$ cat config.mk
export PLATFORM = sky130hd
export DESIGN_NAME = ppi_host_if
export DESIGN_NICKNAME = d
export VERILOG_FILES = /design/src/verilog/ppi_pkg.sv /design/src/verilog/ppi_host_if.sv /design/src/verilog/ppi_skid.sv
export VERILOG_INCLUDE_DIRS = /design/src /design/src/verilog
export SDC_FILE = /design/constraint.sdc
export NUM_CORES = 1
export LEC_CHECK = 0
export BUFFER_PORTS_ARGS = -buffer_cell sky130_fd_sc_hd__buf_2
export CAP_MARGIN = 30
export CORE_ASPECT_RATIO = 0.7
export CORE_UTILIZATION = 60
export CTS_BUF_LIST = sky130_fd_sc_hd__clkbuf_16
export CTS_CLUSTER_DIAMETER = 50
export DETAILED_ROUTE_END_ITERATION = 8
export PLACE_DENSITY = 0.77
export SLEW_MARGIN = 20
export SYNTH_ARGS = -nofsm -noshare
export SYNTH_HDL_FRONTEND = slang
export SYNTH_SLANG_ARGS = --single-unit
$ cat constraint.sdc
create_clock -name sys_clk_i -period 3.2 [get_ports sys_clk_i]
set_input_delay 0.16 -clock sys_clk_i [delete_from_list [all_inputs] [get_ports sys_clk_i]]
set_output_delay 0.16 -clock sys_clk_i [all_outputs]
set_load 0.02 [all_outputs]
$ cat src/verilog/ppi_regs.svh
`ifndef PPI_REGS_SVH
`define PPI_REGS_SVH
// local offsets (A2..A0)
`define PPI_OFS_DATA      3'h0
`define PPI_OFS_STATUS    3'h1
`define PPI_OFS_CTRL      3'h2
`define PPI_OFS_XCTL      3'h2
// upper bank selected by address bit 10, 0x400 above base
`define PPI_UPPER_OFS     11'h400
// extended control register fields
`define PPI_XCTL_MODE_MSB 7
`define PPI_XCTL_MODE_LSB 5
`define PPI_XCTL_DMA_BIT  3
`define PPI_XCTL_RESET    8'h15
// FIFO
`define PPI_FIFO_DEPTH    16
`define PPI_FIFO_THRESH   5'h08
// configuration register fields (upper bank offset 3)
`define PPI_OFS_CFG       3'h3
`define PPI_CFG_IRQ_LSB   0
`define PPI_CFG_DMA_LSB   2
`define PPI_CFG_IRQEN_BIT 4
`define PPI_CFG_RESET     8'h05
`endif

$ cat src/verilog/ppi_pkg.sv
package ppi_pkg;
    typedef enum logic [2:0] {
        PPI_MODE_SPP   = 3'h0,
        PPI_MODE_BIDIR = 3'h1,
        PPI_MODE_FFIFO = 3'h2,
        PPI_MODE_ECP   = 3'h3,
        PPI_MODE_EPP   = 3'h4,
        PPI_MODE_RSV5  = 3'h5,
        PPI_MODE_TEST  = 3'h6,
        PPI_MODE_CFG   = 3'h7
    } ppi_mode_t;
    typedef enum logic [2:0] {
        PPI_DMA_IDLE = 3'b001,
        PPI_DMA_REQ  = 3'b010,
        PPI_DMA_ACK  = 3'b100
    } ppi_dma_t;
endpackage

$ cat src/verilog/ppi_host_if.sv
`timescale 1ns/1ps
`include "ppi_regs.svh"
//////////////////////////////////////////////////////////////////////////////
// Overview of operation
// after power-up behave as compatibility printer port; software may change mode
// 16-byte FIFO for ECP modes, filled by programmed I/O or DMA
// address bit 10 selects upper bank 0x400 above base
// data transfers only while chip select is low; DMA cycles transfer on the acknowledge whatever chip select is
// host read strobe low makes device drive selected register
// channel-ready pulled low while extra cycles are needed, else released
// interrupt on one selectable line 5/7/9, active low, three-stated otherwise
// AEN high means DMA controller owns address bus
// DRQ of selected channel held high until matching acknowledge low
// DMA controller answers with active-low acknowledge of same channel
// terminal count pulse during DMA ends the DMA operation
// reset enters output-only compatibility mode
// mode field writable only with address bit 10 set
// non-DMA FIFO service threshold fixed at 8 entries
// strobes ignored while AEN high and no acknowledge asserted
module ppi_host_if (
    input  wire logic       sys_clk_i,
    input  wire logic       nrst_i,
    input  wire logic       cs_n_i,
    input  wire logic       a10_i,
    input  wire logic [2:0] addr_i,
    input  wire logic       ior_n_i,
    input  wire logic       iow_n_i,
    input  wire logic       aen_i,
    input  wire logic       tc_i,
    input  wire logic [2:0] dack_n_i,
    input  wire logic [7:0] data_i,
    output logic [7:0]      data_o,
    output logic            data_oe_n_o,
    output logic            iochrdy_o,
    output logic            iochrdy_oe_n_o,
    output logic [2:0]      irq_n_o,
    output logic [2:0]      irq_oe_n_o,
    output logic [2:0]      drq_o,
    output logic [2:0]      drq_oe_n_o,
    output logic            port_direction_indicator_o,
    output logic            fifo_valid_o,
    input  wire logic       fifo_ready_i,
    output logic [7:0]      fifo_data_o,
    input  wire logic [7:0] status_i,
    input  wire logic       event_i
);
    //////////////////////////////////////////////////////////////////////////
    // reset release and pin synchronisers
    logic [1:0] rst_sync;
    logic       rst_n;
    always_ff @(posedge sys_clk_i or negedge nrst_i) begin
        if (!nrst_i) begin
            rst_sync <= 2'h0;
        end else begin
            rst_sync <= {rst_sync[0], 1'b1};
        end
    end
    assign rst_n = rst_sync[1];

    // pins: cs, ior, iow, aen, tc, dack[2:0]
    logic [7:0] pin_raw;
    logic [7:0] s1;
    logic [7:0] s2;
    logic [7:0] s3;
    logic [7:0] pin_q;
    assign pin_raw = {cs_n_i, ior_n_i, iow_n_i, aen_i, tc_i, dack_n_i};
    always_ff @(posedge sys_clk_i or negedge rst_n) begin
        if (!rst_n) begin
            s1    <= 8'hF7;
            s2    <= 8'hF7;
            s3    <= 8'hF7;
            pin_q <= 8'hF7;
        end else begin
            s1 <= pin_raw;
            s2 <= s1;
            s3 <= s2;
            // a change counts once two stages agree
            pin_q <= (s2 & s3) | (pin_q & (s2 ^ s3));
        end
    end
    logic       cs_n, ior_n, iow_n, aen, tc;
    logic [2:0] dack_n;
    assign {cs_n, ior_n, iow_n, aen, tc, dack_n} = pin_q;

    //////////////////////////////////////////////////////////////////////////
    // access decode
    function automatic logic [1:0] ch_index(input logic [1:0] sel);
        ch_index = (sel == 2'h0 || sel > 2'h2) ? 2'h0 : sel;
    endfunction

    logic [7:0] xctl;
    logic [7:0] cfg;
    logic [7:0] ctrl;
    logic [7:0] data_reg;
    logic [1:0] dma_ch;
    logic [1:0] irq_ch;
    logic       dma_ack;
    logic       cpu_ok;
    logic       rd_act, wr_act;
    logic       rd_q, wr_q;
    logic       rd_start, wr_start;
    ppi_pkg::ppi_mode_t mode;

    assign mode    = ppi_pkg::ppi_mode_t'(xctl[`PPI_XCTL_MODE_MSB:`PPI_XCTL_MODE_LSB]);
    assign dma_ch  = ch_index(cfg[`PPI_CFG_DMA_LSB +: 2]);
    assign irq_ch  = ch_index(cfg[`PPI_CFG_IRQ_LSB +: 2]);
    assign dma_ack = !dack_n[dma_ch];
    // aen high without ack is a dma address cycle
    assign cpu_ok  = !cs_n && !aen;
    assign rd_act  = !ior_n && (cpu_ok || dma_ack);
    assign wr_act  = !iow_n && (cpu_ok || dma_ack);
    assign rd_start = rd_act && !rd_q;
    assign wr_start = wr_act && !wr_q;

    always_ff @(posedge sys_clk_i or negedge rst_n) begin
        if (!rst_n) begin
            rd_q <= 1'b0;
            wr_q <= 1'b0;
        end else begin
            rd_q <= rd_act;
            wr_q <= wr_act;
        end
    end

    logic ecp_fifo_sel;
    assign ecp_fifo_sel = (mode == ppi_pkg::PPI_MODE_ECP || mode == ppi_pkg::PPI_MODE_FFIFO);

    //////////////////////////////////////////////////////////////////////////
    // registers
    logic       fifo_wr;
    logic       fifo_full;
    logic [4:0] fifo_cnt;

    always_ff @(posedge sys_clk_i or negedge rst_n) begin
        if (!rst_n) begin
            xctl     <= `PPI_XCTL_RESET;
            cfg      <= `PPI_CFG_RESET;
            ctrl     <= 8'h00;
            data_reg <= 8'h00;
        end else if (wr_start && !dma_ack) begin
            if (a10_i) begin
                if (addr_i == `PPI_OFS_XCTL) begin
                    xctl <= data_i;
                end
                if (addr_i == `PPI_OFS_CFG) begin
                    cfg <= data_i;
                end
            end else if (addr_i == `PPI_OFS_DATA) begin
                data_reg <= data_i;
            end else if (addr_i == `PPI_OFS_CTRL) begin
                ctrl <= data_i;
            end
        end
    end

    //////////////////////////////////////////////////////////////////////////
    // fifo write path: upper data port or dma cycles
    logic       fifo_in_valid;
    logic       skid_ready;
    logic       skid_valid;
    logic [7:0] skid_data;
    logic [7:0] fifo_mem [`PPI_FIFO_DEPTH];
    logic [3:0] wptr, rptr;
    logic       fifo_pop;
    logic       fifo_pend;

    assign fifo_in_valid = wr_start && ecp_fifo_sel
                         && (dma_ack || (a10_i && addr_i == `PPI_OFS_DATA));
    ppi_skid u_skid (
        .clk_i       (sys_clk_i),
        .rst_n_i     (rst_n),
        .in_valid_i  (fifo_in_valid || fifo_pend),
        .in_ready_o  (skid_ready),
        .in_data_i   (data_i),
        .out_valid_o (skid_valid),
        .out_ready_i (!fifo_full),
        .out_data_o  (skid_data)
    );
    assign fifo_full = (fifo_cnt == 5'h10);
    assign fifo_wr   = skid_valid && !fifo_full;
    assign fifo_pop  = fifo_valid_o && fifo_ready_i;
    assign fifo_valid_o = (fifo_cnt != 5'h00);
    assign fifo_data_o  = fifo_mem[rptr];

    always_ff @(posedge sys_clk_i or negedge rst_n) begin
        if (!rst_n) begin
            wptr     <= 4'h0;
            rptr     <= 4'h0;
            fifo_cnt <= 5'h00;
            fifo_pend <= 1'b0;
        end else begin
            // a refused word waits here while the host is held off
            fifo_pend <= (fifo_in_valid || fifo_pend) && !skid_ready;
            if (fifo_wr) begin
                wptr <= wptr + 4'h1;
            end
            if (fifo_pop) begin
                rptr <= rptr + 4'h1;
            end
            fifo_cnt <= fifo_cnt + {4'h0, fifo_wr} - {4'h0, fifo_pop};
        end
    end
    always_ff @(posedge sys_clk_i) begin
        if (fifo_wr) begin
            fifo_mem[wptr] <= skid_data;
        end
    end

    //////////////////////////////////////////////////////////////////////////
    // read data and wait states
    logic [7:0] next_rdata;
    logic [7:0] rdata;
    always_comb begin
        next_rdata = 8'h00;
        if (a10_i) begin
            case (addr_i)
                `PPI_OFS_DATA: next_rdata = fifo_data_o;
                `PPI_OFS_XCTL: next_rdata = {xctl[7:2], fifo_full, !fifo_valid_o};
                `PPI_OFS_CFG:  next_rdata = cfg;
                default:       next_rdata = 8'h00;
            endcase
        end else begin
            case (addr_i)
                `PPI_OFS_DATA:   next_rdata = data_reg;
                `PPI_OFS_STATUS: next_rdata = status_i;
                `PPI_OFS_CTRL:   next_rdata = ctrl;
                default:         next_rdata = 8'h00;
            endcase
        end
    end
    always_ff @(posedge sys_clk_i or negedge rst_n) begin
        if (!rst_n) begin
            rdata <= 8'h00;
        end else if (rd_start) begin
            rdata <= next_rdata;
        end
    end
    assign data_o      = rdata;
    assign data_oe_n_o = !(rd_act && rd_q);

    // hold the bus until read data is latched or the buffer accepts
    logic wait_need;
    assign wait_need = (rd_act && !rd_q) || ((fifo_in_valid || fifo_pend) && !skid_ready);
    assign iochrdy_o      = 1'b0;
    assign iochrdy_oe_n_o = !wait_need;

    //////////////////////////////////////////////////////////////////////////
    // dma request
    ppi_pkg::ppi_dma_t dma_st;
    logic              want_dma;
    logic              dma_term;
    assign want_dma = xctl[`PPI_XCTL_DMA_BIT] && ecp_fifo_sel && skid_ready
                    && !fifo_full && !dma_term;
    always_ff @(posedge sys_clk_i or negedge rst_n) begin
        if (!rst_n) begin
            dma_st   <= ppi_pkg::PPI_DMA_IDLE;
            dma_term <= 1'b0;
        end else begin
            if (wr_start && a10_i && addr_i == `PPI_OFS_XCTL) begin
                dma_term <= 1'b0;
            end
            case (dma_st)
                ppi_pkg::PPI_DMA_IDLE: begin
                    if (want_dma) begin
                        dma_st <= ppi_pkg::PPI_DMA_REQ;
                    end
                end
                ppi_pkg::PPI_DMA_REQ: begin
                    if (dma_ack) begin
                        dma_st <= ppi_pkg::PPI_DMA_ACK;
                    end
                end
                ppi_pkg::PPI_DMA_ACK: begin
                    if (tc) begin
                        dma_term <= 1'b1;
                    end
                    if (!dma_ack) begin
                        dma_st <= ppi_pkg::PPI_DMA_IDLE;
                    end
                end
                default: dma_st <= ppi_pkg::PPI_DMA_IDLE;
            endcase
        end
    end
    always_comb begin
        drq_o      = 3'h0;
        drq_oe_n_o = 3'h7;
        drq_oe_n_o[dma_ch] = !xctl[`PPI_XCTL_DMA_BIT];
        drq_o[dma_ch] = (dma_st == ppi_pkg::PPI_DMA_REQ) && xctl[`PPI_XCTL_DMA_BIT];
    end

    //////////////////////////////////////////////////////////////////////////
    // interrupts: held low on selected line while a source is active, others released
    logic irq_act;
    logic below_thr;
    assign below_thr = (fifo_cnt < `PPI_FIFO_THRESH);
    always_ff @(posedge sys_clk_i or negedge rst_n) begin
        if (!rst_n) begin
            irq_act <= 1'b0;
        end else begin
            irq_act <= event_i || (ecp_fifo_sel && !xctl[`PPI_XCTL_DMA_BIT] && below_thr)
                    || dma_term;
        end
    end
    always_comb begin
        irq_n_o    = 3'h7;
        irq_oe_n_o = 3'h7;
        irq_oe_n_o[irq_ch] = !cfg[`PPI_CFG_IRQEN_BIT];
        irq_n_o[irq_ch]    = !irq_act;
    end

    assign port_direction_indicator_o = ctrl[5] && (mode != ppi_pkg::PPI_MODE_SPP);
endmodule

$ cat src/verilog/ppi_skid.sv
`timescale 1ns/1ps
// two-entry buffer; ready depends only on occupancy
module ppi_skid (
    input  wire logic       clk_i,
    input  wire logic       rst_n_i,
    input  wire logic       in_valid_i,
    output logic            in_ready_o,
    input  wire logic [7:0] in_data_i,
    output logic            out_valid_o,
    input  wire logic       out_ready_i,
    output logic [7:0]      out_data_o
);
    logic [7:0] buf_q [2];
    logic [1:0] cnt;
    logic       rd_ptr;
    logic       wr_ptr;
    logic       push;
    logic       pop;

    assign in_ready_o  = (cnt != 2'h2);
    assign out_valid_o = (cnt != 2'h0);
    assign out_data_o  = buf_q[rd_ptr];
    assign push        = in_valid_i && in_ready_o;
    assign pop         = out_valid_o && out_ready_i;

    always_ff @(posedge clk_i or negedge rst_n_i) begin
        if (!rst_n_i) begin
            cnt    <= 2'h0;
            rd_ptr <= 1'b0;
            wr_ptr <= 1'b0;
        end else begin
            cnt <= cnt + {1'b0, push} - {1'b0, pop};
            if (push) begin
                wr_ptr <= ~wr_ptr;
            end
            if (pop) begin
                rd_ptr <= ~rd_ptr;
            end
        end
    end

    always_ff @(posedge clk_i) begin
        if (push) begin
            buf_q[wr_ptr] <= in_data_i;
        end
    end
endmodule
### Word level (Yosys, flattened, before mapping)

Memories as Yosys holds them, arrays and structs flattened.
Index checks and enable logic that the tools add are counted.
W data, S select, Z words.

| storage, ports and cells | value |
|---|---|
| bits in latches | 0 |
| memory bits (read-only) | 0 |
| memories kept | 2 |
| word-level logic and storage cells | 148 |
| flip-flop bits (word level) | 99 |
| RAM bits | 144 |
| output and inout port bits | 33 |
| input bits | 32 |

| operators by class | value |
|---|---|
| bitwise gates (word level) | 14 |
| add/subtract/negate cells | 6 |
| eq/ne operators | 13 |
| order comparisons | 7 |
| reduce and logical (&&, ||, !) cells | 62 |
| $mul | 0 |
| multiplexer cells | 22 |
| shifts and indexed selects | 0 |
| divide/modulo/power cells | 0 |

Memories:

| name | depth | bits a word | read ports | clocked after Yosys merged registers in | wr ports | RTL line | text |
|---|---|---|---|---|---|---|---|
| fifo_mem | 16 | 8 | 1 | 0 | 1 | ppi_host_if.sv:162 | `` logic [7:0] fifo_mem [`PPI_FIFO_DEPTH]; `` |
| u_skid.buf_q | 2 | 8 | 1 | 0 | 1 | ppi_skid.sv:13 | `logic [7:0] buf_q [2];` |

Operator list:

| kind | number |
|---|---|
| $pmux W8 S3 | 2 |
| $logic_and A1 B1 Y1 | 26 |
| $and A8 B8 Y8 | 2 |
| $logic_not A1 Y1 | 16 |
| $eq A3 B2 Y1 const B | 5 |
| $reduce_and A3 Y1 | 4 |
| $mux W1 | 10 |
| $logic_or A1 B1 Y1 | 9 |
| $mux W3 | 3 |
| $or A3 B3 Y3 | 3 |
| $pmux W3 S3 | 1 |
| $add A4 B1 Y4 const B | 2 |
| $mux W8 | 1 |
| $ne A2 B2 Y1 const B | 4 |
| $or A8 B8 Y8 | 1 |
| $xor A8 B8 Y8 | 1 |
| $eq A3 B1 Y1 const B | 2 |
| $lt A2 B3 Y1 const B | 2 |
| $not A3 Y3 | 2 |
| $add A5 B1 Y5 | 1 |
| $eq A5 B5 Y1 const B | 1 |
| $lt A5 B4 Y1 const B | 1 |
| $reduce_bool A5 Y1 | 1 |
| $sub A5 B1 Y5 | 1 |
| 15 further kinds | 23 |

### Logic depth before layout (Yosys ltp)

Gate-level depths: netlist of run 1.

| logic depth | value |
|---|---|
| depth after elaboration | 15 |
| mapped depth | 13 |

### Hierarchy

From an unflattened synthesis of run 1, not the netlist that was laid out.

| unflattened totals | value |
|---|---|
| cell total of the unflattened synthesis | 688 |
| area, all modules | 10172.3 µm² |

Modules (own cells, without submodules):

| module | times used | area an instance (µm²) | cells each |
|---|---|---|---|
| ppi_host_if | 1 | 9397.8 | 646 |
| ppi_skid | 1 | 774.5 | 42 |

### Worst setup path after synthesis of run 1

No wires, ideal clock.

| timing path | value |
|---|---|
| kind | register to register |
| start point | register fifo_cnt[2] |
| end point | register fifo_cnt[4] |
| path slack | 0.660 ns |
| clock period less this slack | 2.540 ns |
| required time | 3.121 ns |
| data arrival time | 2.461 ns |
| stages on the path, launching flop included | 14 |
| cells stage by stage | dfrtp_1 > inv_1 > ha_1 > nor4b_1 > nor2b_1 > clkbuf_1 > ha_1 > inv_1 > ha_1 > fa_1 > a21oi_1 > nor2_1 > nor2_1 > xor2_1 |

| between the ends | value |
|---|---|
| elaborated cells between the ends (all ways) | 7 |
| classes of those cells | 2 x add/sub; 1 x eq/ne; 4 x reduce/logical |

RTL lines:

| element | RTL line | text |
|---|---|---|
| start, declared | ppi_host_if.sv:132 | `logic [4:0] fifo_cnt;` |
| start signal, assigned | ppi_host_if.sv:200 | `fifo_cnt <= fifo_cnt + {4'h0, fifo_wr} - {4'h0, fifo_pop};` |
| $reduce_bool A5 Y1 | ppi_host_if.sv:182 | `assign fifo_valid_o = (fifo_cnt != 5'h00);` |
| $logic_and A1 B1 Y1 | ppi_host_if.sv:181 | `assign fifo_pop = fifo_valid_o && fifo_ready_i;` |
| via fifo_pop | ppi_host_if.sv:164 | `logic fifo_pop;` |
| $sub A5 B1 Y5 | ppi_host_if.sv:200 |  |

The timed path passes the listed nets, and every way through them passes these cells.
A chain may end at the register's enable or synchronous reset.

### Final worst setup path of run 1

| timing path | value |
|---|---|
| start point | register cfg[2] |
| end point | output port iochrdy_oe_n_o |

| between the ends | value |
|---|---|
| cells in the longest elaborated chain, start to end | 15 |
| elaborated cells between the ends (all ways) | 19 |
| classes of those cells | 1 x order compare; 3 x mux; 15 x reduce/logical |

Ends and longest elaborated chain:

| element | RTL line | text |
|---|---|---|
| start, declared | ppi_host_if.sv:92 | `logic [7:0] cfg;` |
| start signal, assigned | ppi_host_if.sv:137 | `` cfg <= `PPI_CFG_RESET; `` |
| start signal, assigned | ppi_host_if.sv:146 | `cfg <= data_i;` |
| $gt A2 B2 Y1 or $logic_not A2 Y1 (tied branches) | ppi_host_if.sv:88 | `ch_index = (sel == 2'h0 \|\| sel > 2'h2) ? 2'h0 : sel;` |
| $logic_or A1 B1 Y1 | ppi_host_if.sv:88 |  |
| $mux W2 * | ppi_host_if.sv:88 |  |
| $bmux W1 S2 * | ppi_host_if.sv:107 | `assign dma_ack = !dack_n[dma_ch];` |
| $mux W1 (not written as such) * | ppi_host_if.sv:107 |  |
| $logic_not A1 Y1 * | ppi_host_if.sv:107 |  |
| $logic_or A1 B1 Y1 | ppi_host_if.sv:110, ppi_host_if.sv:111 |  |
| $logic_and A1 B1 Y1 | ppi_host_if.sv:111 | `assign wr_act = !iow_n && (cpu_ok \|\| dma_ack);` |
| $logic_and A1 B1 Y1 | ppi_host_if.sv:113 | `assign wr_start = wr_act && !wr_q;` |
| $logic_and A1 B1 Y1 (2 in series) | ppi_host_if.sv:167 | `assign fifo_in_valid = wr_start && ecp_fifo_sel` |
| $logic_or A1 B1 Y1 | ppi_host_if.sv:243 | `assign wait_need = (rd_act && !rd_q) \|\| ((fifo_in_valid \|\| fifo_pend) && !skid_ready);` |
| $logic_and A1 B1 Y1 | ppi_host_if.sv:243 |  |
| $logic_or A1 B1 Y1 * | ppi_host_if.sv:243 |  |
| $logic_not A1 Y1 * | ppi_host_if.sv:245 | `assign iochrdy_oe_n_o = !wait_need;` |
| end, declared | ppi_host_if.sv:35 | `output logic iochrdy_oe_n_o,` |

Every way passes the cells marked *; elsewhere a longest branch is shown, timed or not. The select of a mux whose other input is x is not followed.

==> flow_summary.ini, run 1 <==
[detailed_routing]
postRouteWirelength_um = 22200
wl_per_cell_um = 21.6
ant_nets = 0
vias = 6177
firstDrtPassIters = 5
drt-initial-drc-count = 672
drc_errors = 0
viasPerCell = 6.01

[floorplan]
initial_core_util_pct = 61.6
io_pins = 65
dieHeight_um = 111
die_x_um = 157
num_rows = 39
coreArea_um2 = 16400
dieArea_um2 = 17400

[place]
globalplace.congestion = 0.845
dpl.hpwl_um = 15300
io_buffer_count = 63

[clock_tree]
clock-sinks = 241
cts_root_buf = clkbuf_16
cts_buffers = 23
clockBufferDepth = 3
cts_tree = done
h-tree-depth = 1
clk_pin_slew_ps = 60
clkLatencyLatePin_ps = 500

[global_routing]
antenna_found_initial = 0
grt_pass1_vias = 6096
grt-ovfl-total = 0
grt_pass1_wl_um = 33900
grt_max_degree = 81
track_usage_pct = 26.3

[finish]
antenna_cells = 0
largest_reg_flops = 128
fillers = 1046
layout.nets = 844
regMostFlops = fifo_mem
syn2layout_area_growth_pct = 16.0
final_util_pct = 71.5
reg_top3 = fifo_mem x128, u_skid.buf_q x16
drive_gt1_share_pct = 27.4

[timing]
finalSetupViolCount = 0
max_freq_mhz = 330
finalHoldViolCount = 0
fin_crit_sh_pct = 94.7
period_minus_slack_ps = 3030
clock_skew_ps = 9.60
drv_slew = 0
tns_ps = 0
worst_pin_slew_ps = 915
slew_headroom_pct = 38.5
rsz0062_at_grt = no

[job]
maxCapViolCount = 0

[logic_synthesis]
synthDistinctLibCells = 49
syn_area_um2 = 10100
synth_nets = 738
avgSynthCellArea_um2 = 14.9
ys_warn_count = 0
synth_edf_count = 144
yosysSeqAreaShare_pct = 67.3
yosys_register_bits = 241
yosys-top-cells-count = edfxtp_1, mux2i_1, dfrtp_1
ys.flop_type = edfxtp_1
synthDominantCellAreaShare_pct = 42.8
yosysMostFrequentCell = edfxtp_1
synth_cells = 679
synthTopCellsByArea = edfxtp_1, dfrtp_1, dfstp_2
yosys.area.top_type = edfxtp_1
synth_async_sr_flop_share_pct = 40.2

[critical_path]
path_max_fanout = 9
cp-start-kind = flop
worstPathArrival_ps = 2870
slowest_stage = dfstp_2
slowest_delay_ps = 570
cp.required_ps = 3040
critPathCaptureType = output port
path_class = flop to output port
path_cells = inv_1 > ha_1 > mux2i_1 > o22ai_2 > nor2b_1 > nor3_4 > o21ba_2 > buf_2

[power]
power.net_switching_mw = 3.28
netSwitchingFraction_pct = 33.4
ir_worst_vdd_mv = 0.478
pwr-share-clk_pct = 26.3
p_leak_nw = 4.76
power.internal_mw = 6.54
seqPwrFrac_pct = 44.7
p_per_area_nw_per_um2 = 838
combPwrFrac_pct = 28.9

[outcome]
status = finished, final reports clean

[min_path]
worst_hold_path_type = primary input to flop
-- layer usage --
metal  global-route usage, %  part of all wire, %  vias to the layer above
li1                        -                    -                     2753
met5                       0                    0                        -
met2                    38.9                   45                      283
met3                    4.87                  8.6                       25
met4                    6.02                  1.7                        0
met1                    40.6                   45                     3116
-- final cells by class --
class	count	area [um2]	area share [%]
well taps	225	282	2.40
repair buffers	112	751	6.41
flip-flops and latches	241	6800	58.0
multi-input cells	388	3090	26.4
clock inverters	19	145	1.24
inverters	19	71.3	0.609
clock buffers	23	576	4.91
-- cell usage in the layout (no fill, tap or decap), types with 3 or more instances in the layout --
cell type      count
edfxtp_1         144
mux2i_1           73
buf_2             63
dfrtp_1           62
mux2_2            47
nand2_1           36
dfstp_2           33
nor2_1            32
buf_4             29
a22oi_1           28
nand3_1           26
ha_1              26
inv_1             24
clkbuf_16         23
dlygate4sd3_1     19
a21oi_1           13
o21ai_0           11
a21o_1             9
xnor2_1            9
nor2b_1            8
o2bb2ai_1          8
a222oi_1           8
a31oi_1            8
nand4_1            7
nor3_1             6
xor2_1             5
clkinv_2           5
nand2b_1           3
clkinv_1           3
-- critical path, delay by kind of cell, from the launching register on --
family | cells | cell delay, ps
simple gates | 2 | 710
fa+ha+maj | 1 | 250
buf+inv | 2 | 200
compound gates | 2 | 420
mux | 1 | 230
flops | 1 | 570
-- power by group through the flow --
stage	Sequential, mW	Combinational [mW]	Clock (mW)
after global routing	4.45	3.08	2.76
after detailed placement	4.46	2.77	0
final	4.39	2.84	2.59
after CTS	4.40	2.81	2.62
after global placement	4.42	2.65	0
after floorplan	4.17	2.07	0
-- final timing paths --
path                         startpoint             end  slack, ps  cells after the start
setup / recovery                 cfg[2]  iochrdy_oe_n_o        170                      8
hold reg to reg             rst_sync[1]   u_skid.cnt[1]        230                      0
min in group asynchronous   rst_sync[1]   u_skid.cnt[1]        230                      0
hold / removal             fifo_ready_i         rptr[0]        120                      4
setup reg to reg            fifo_cnt[2]     fifo_cnt[4]        370                     14
max in group asynchronous   rst_sync[1]           s3[5]       2070                      2
-- cell families (layout without fill, tap and decap cells) --
| group | count (synthesis) | after routing | synth area share [%] |
|---|---|---|---|
| other | 2 | 2 | 0.0744 |
| xor gates and xnor gates | 14 | 14 | 1.21 |
| adders and majority gates | 27 | 27 | 3.42 |
| muxes | 120 | 120 | 12.5 |
| DFF | 241 | 241 | 67.3 |
| AOI/OAI and AO/OA | 90 | 90 | 6.41 |
| buffers and inverters | 50 | 173 | 2.17 |
| and+or+nand+nor | 135 | 135 | 6.98 |
-- through the flow --
step | hold WS, ps | worst slack (ps) | std cells | total power, mW | area [um2]
2_1_floorplan | -136 | 356 | 679 | 6.25 | 10100
3_3_place_gp | -54.7 | 607 | 965 | 7.07 | 10800
3_5_place_dp | -52.0 | 415 | 965 | 7.23 | 10800
4_1_cts | 94.9 | 155 | 1026 | 9.83 | 11700
5_1_grt | 126 | 26.9 | 1027 | 10.3 | 11700
6_report | 116 | 169 | 1027 | 9.82 | 11700
-- timing repair --
action,4_1_cts,5_1_grt
hold buffers,19,0
gates resized for setup,1,0
hold endpoints to repair,36,0
setup endpoints to repair,1,0
setup buffers,0,0
Note: power is estimated with default switching activity, not from simulation.
==> inputs of run 2 (changes only) <==
--- a/config.mk
+++ b/config.mk
@@ -14,6 +14,7 @@
 export CTS_CLUSTER_DIAMETER = 50
 export DETAILED_ROUTE_END_ITERATION = 8
 export PLACE_DENSITY = 0.77
+export RECOVER_POWER = 25
 export SLEW_MARGIN = 20
 export SYNTH_ARGS = -nofsm -noshare
 export SYNTH_HDL_FRONTEND = slang
==> run 2 against run 1 <==
Utilization fell by 0.22 points. Final cell count did not move. Die area did not move. Non-clock buffer count did not move. Critical endpoint unchanged. Highest routed layer unchanged.
==> flow_summary.ini, run 2 (synthesized netlist as in run 1, its figures left out) <==
[timing]
drv_slew = 0
max_freq_mhz = 328
worst_pin_slew_ps = 1410
slew_headroom_pct = 6.11
clock_skew_ps = 8.44
fin_hold_ws_ps = 117
fin_crit_sh_pct = 95.2
finalHoldViolCount = 0
finalSetupViolCount = 0
tns_ps = 0
setup_slack_ps = 155
rsz0062_at_grt = no
period_minus_slack_ps = 3040

[global_routing]
gr-max-usage-layer = met1
grt_util_met1_pct = 40.6
gr-usage-met3_pct = 4.87
grt_max_degree = 81
grt_pass1_wl_um = 33900
grtUsageMet2_pct = 38.9
grt-ovfl-total = 0
grt_pass1_vias = 6096
antenna_found_initial = 0
track_usage_pct = 26.3

[floorplan]
die_x_um = 157
io_pins = 65
initial_core_util_pct = 61.6
dieArea_um2 = 17400
dieHeight_um = 111
coreArea_um2 = 16400
num_rows = 39

[clock_tree]
cts_setup_buffers = 0
clockBufferDepth = 3
cts_root_buf = clkbuf_16
h-tree-depth = 1
clk_pin_slew_ps = 60
cts_buffers = 23
cts_tree = done
clkLatencyLatePin_ps = 500
clock-sinks = 241

[place]
dpl.hpwl_um = 15300
pre_cts_ws_ps = 415
placed_area_um2 = 10800
io_buffer_count = 63
globalplace.congestion = 0.845

[power]
p_per_area_nw_per_um2 = 840
ir_worst_vdd_mv = 0.477
power.internal_mw = 6.53
combPwrFrac_pct = 28.9
pwr-share-clk_pct = 26.3
power.net_switching_mw = 3.28
p_leak_nw = 4.72
netSwitchingFraction_pct = 33.4
seqPwrFrac_pct = 44.7

[detailed_routing]
firstDrtPassIters = 5
drc_errors = 0
drt-initial-drc-count = 657
vias = 6190
viasPerCell = 6.03
wl_per_cell_um = 21.6
postRouteWirelength_um = 22200
ant_nets = 0

[min_path]
worst_hold_path_type = primary input to flop
hp-start = fifo_ready_i

[finish]
layout_common_cells = edfxtp_1, mux2i_1, dfrtp_1, buf_2, mux2_2
reg_top3 = fifo_mem x128, u_skid.buf_q x16
regMostFlops = fifo_mem
drive_gt1_share_pct = 25.4
seq_area_um2 = 6800
antenna_cells = 0
stdcell_area_um2 = 11700
syn2layout_area_growth_pct = 15.7
final_common_cell = edfxtp_1
fillers = 1055
largest_reg_flops = 128
layout.nets = 844
multiInputGateArea_um2 = 3090

[critical_path]
cp.required_ps = 3040
path_max_fanout = 9
critPathCaptureType = output port
cp-start-kind = flop
cp-startpoint = cfg[2]
path_class = flop to output port
r2r_start = fifo_cnt[2]
worstPathArrival_ps = 2880

[outcome]
status = finished, final reports clean

[job]
maxCapViolCount = 0
## run 2: cell types whose count changed in the layout (fill, tap and decap cells not counted), sizes merged
cell and change:
buf -9, clkbuf +9
## run 2: final timing paths
| check | to | slack (ps) | depth (start not counted) |
|---|---|---|---|
| hold / removal | rptr[0] | 120 | 4 |
| min in group asynchronous | u_skid.cnt[1] | 380 | 0 |
| setup / recovery | iochrdy_oe_n_o | 160 | 8 |
| setup reg to reg | fifo_cnt[4] | 360 | 14 |
| max in group asynchronous | s3[5] | 810 | 2 |
| hold reg to reg | rst_sync[1] | 360 | 0 |
## run 2: stage by stage
stage                     utilization [%]  total power, mW  std cells
after global routing                 71.2             10.3       1027
after CTS                            71.3             9.83       1026
after floorplan                         -             6.25        679
final                                71.2             9.81       1027
after detailed placement             65.7             7.23        965
after global placement               65.7             7.07        965
## run 2: routing by layer
layer  routed length [um]  vias to the layer above  share of wire, %
met3                 1860                       25               8.4
met5                    0                        -                 0
met2                10000                      276                45
met4                  371                        0               1.7
li1                     -                     2753                 -
met1                 9940                     3136                45
## run 2: what timing repair did
| action | CTS | global route |
|---|---|---|
| hold buffers | 19 | 0 |
| endpoints found under the setup margin | 1 | 0 |
| endpoints found under the hold margin | 36 | 0 |
| gates resized for setup | 1 | 0 |
## run 2: area by class of cell
type                    count  area share [%]
well taps                 225            2.41
flip-flops and latches    241            58.2
multi-input cells         388            26.5
inverters                  19           0.611
clock inverters            19            1.24
clock buffers              23            4.93
repair buffers            112            6.15
## run 2: worst max-delay path: stages (launching register included)
cell and delay, ps:
dfstp_2 570, inv_1 60, ha_1 250, mux2i_1 230, o22ai_2 180, nor2b_1 230
nor3_4 470, o21ba_2 240, buf_2 150
## run 2: power groups by stage
stage          combinational (mW)  sequential (mW)  clock, mW
3_3_place_gp                 2.65             4.42          0
5_1_grt                      3.08             4.45       2.75
4_1_cts                      2.81             4.40       2.62
3_5_place_dp                 2.77             4.46          0
2_1_floorplan                2.07             4.17          0
6_report                     2.84             4.39       2.58
==> inputs of run 3 (changes only) <==
--- a/config.mk
+++ b/config.mk
@@ -9,11 +9,11 @@
 export BUFFER_PORTS_ARGS = -buffer_cell sky130_fd_sc_hd__buf_2
 export CAP_MARGIN = 30
 export CORE_ASPECT_RATIO = 0.7
-export CORE_UTILIZATION = 60
+export CORE_UTILIZATION = 65
 export CTS_BUF_LIST = sky130_fd_sc_hd__clkbuf_16
 export CTS_CLUSTER_DIAMETER = 50
 export DETAILED_ROUTE_END_ITERATION = 8
-export PLACE_DENSITY = 0.77
+export PLACE_DENSITY = 0.83
 export RECOVER_POWER = 25
 export SLEW_MARGIN = 20
 export SYNTH_ARGS = -nofsm -noshare
==> constraint.sdc (replaced) <==
create_clock -name sys_clk_i -period 3.9 [get_ports sys_clk_i]
set_input_delay 0.195 -clock sys_clk_i [delete_from_list [all_inputs] [get_ports sys_clk_i]]
set_output_delay 0.195 -clock sys_clk_i [all_outputs]
set_load 0.02 [all_outputs]
==> run 3 against run 2 <==
The flow now finishes with violations (capacitance limit, slew limit). Highest routed layer unchanged. Register-to-register slack improved by 400 ps. Via count up 0.61%. Wire length increased by 2.6%. Sequential share of layout area is 0.71 points higher. Die area is 7.6% lower. Global-route usage is 3.8 points higher. Critical endpoint unchanged. First-iteration DRC count is 18% higher. Critical path depth did not move. Count of clock-buffer cells in the layout unchanged. Flip-flop and latch count stayed put. Hold slack improved by 9.3 ps. Critical path type unchanged.
==> flow_summary.ini, run 3 (synthesized netlist as in run 1, its figures left out) <==
[outcome]
status = finished with violations
failed_checks = capacitance limit, slew limit

[global_routing]
grt_max_degree = 65
grt-ovfl-total = 0
grt_pass1_wl_um = 35400
track_usage_pct = 30.1
antenna_found_initial = 0
grt_pass1_vias = 6389

[detailed_routing]
wl_per_cell_um = 23.3
postRouteWirelength_um = 22800
drc_errors = 0
vias = 6228
viasPerCell = 6.37
ant_nets = 0
firstDrtPassIters = 7
drt-initial-drc-count = 778

[finish]
final_util_pct = 77.2
layout.nets = 825
reg_top3 = fifo_mem x128, u_skid.buf_q x16
layout_common_cells = edfxtp_1, mux2i_1, dfrtp_1, mux2_2, buf_2
syn2layout_area_growth_pct = 14.3
regMostFlops = fifo_mem
fillers = 818
drive_gt1_share_pct = 22.6
antenna_cells = 0
largest_reg_flops = 128
final_common_cell = edfxtp_1

[clock_tree]
cts_root_buf = clkbuf_16
cts_buffers = 23
clk_pin_slew_ps = 60
cts_resized = 0
cts_tree = done
clockBufferDepth = 3
h-tree-depth = 1
clkLatencyLatePin_ps = 520
clock-sinks = 241

[critical_path]
path_class = flop to output port
path_max_fanout = 9
r2r_setup_slack_ps = 760
cp-start-kind = flop
cp.required_ps = 3700
rr_worst_depth = 12
critPathCaptureType = output port
worstPathArrival_ps = 3150

[timing]
period_minus_slack_ps = 3340
finalSetupViolCount = 0
worst_pin_slew_ps = 1720
drv_slew = 47
tns_ps = 0
rsz0062_at_grt = no
max_freq_mhz = 299
slew_headroom_pct = -14.9
fin_crit_sh_pct = 85.7
clock_skew_ps = 29.0
finalHoldViolCount = 0

[floorplan]
coreArea_um2 = 15000
dieHeight_um = 106
num_rows = 37
initial_core_util_pct = 67.5
dieArea_um2 = 16000
die_x_um = 151
io_pins = 65

[power]
pwr-share-clk_pct = 28.0
ir_worst_vdd_mv = 0.506
netSwitchingFraction_pct = 33.4
p_per_area_nw_per_um2 = 707
power.internal_mw = 5.43
seqPwrFrac_pct = 43.2
combPwrFrac_pct = 28.7
power.net_switching_mw = 2.73
p_leak_nw = 4.61

[job]
maxCapViolCount = 1

[min_path]
worst_hold_path_type = primary input to flop
holdPathStages = 1

[place]
io_buffer_count = 63
dpl.hpwl_um = 15000
globalplace.congestion = 0.855
run 3: repair_timing:
action / CTS / global route
hold endpoints to repair: 28 / 0
buffers inserted: 0 / 0
hold buffers: 18 / 0
run 3: path summary, 6_finish.rpt:
kind / start / endpoint
min reg2reg: s1[3] / s2[3]
min in group asynchronous: nrst_i / rst_sync[0]
max reg2reg: fifo_cnt[2] / fifo_cnt[4]
max in group asynchronous: rst_sync[1] / u_skid.cnt[1]
min: data_i[2] / u_skid.buf_q[1][2]
max: cfg[2] / iochrdy_oe_n_o
run 3: critical path, stage by stage (launching register included):
cell and delay [ps]:
dfstp_2 570, inv_1 60, ha_1 240, mux2i_1 190
o22ai_2 170, nor2b_1 230, nor3_2 730, o21ba_2 270
buf_2 160
run 3: per-stage QoR:
step	hold WS (ps)	cell area, um2	cells	power (mW)	setup WS (ps)
2_1_floorplan	-101	10100	679	5.13	1060
3_3_place_gp	-20.7	10600	917	5.71	1110
3_5_place_dp	-14.3	10600	917	5.84	823
4_1_cts	12.9	11600	977	8.16	599
5_1_grt	138	11500	978	8.50	459
6_report	126	11500	978	8.16	556
run 3: power groups by stage:
stage | combinational, mW | sequential, mW | clock (mW)
6_report | 2.35 | 3.52 | 2.29
5_1_grt | 2.54 | 3.57 | 2.39
4_1_cts | 2.33 | 3.52 | 2.31
3_5_place_dp | 2.28 | 3.56 | 0
3_3_place_gp | 2.18 | 3.52 | 0
2_1_floorplan | 1.70 | 3.42 | 0
run 3: layer usage:
metal	track usage, %	vias to the layer above	part of all wire, %
li1	-	2725	-
met1	43.7	3068	41
met2	45.7	385	46
met3	6.82	50	11
met4	9.36	0	2.3
met5	0	-	0
run 3: layout make-up:
cell class | count | area [um2] | share of cell area (%)
inverters | 19 | 71.3 | 0.618
flip-flops and latches | 241 | 6800 | 58.9
multi-input cells | 388 | 3090 | 26.7
clock inverters | 19 | 193 | 1.67
well taps | 195 | 244 | 2.11
clock buffers | 23 | 576 | 4.99
repair buffers | 93 | 574 | 4.98
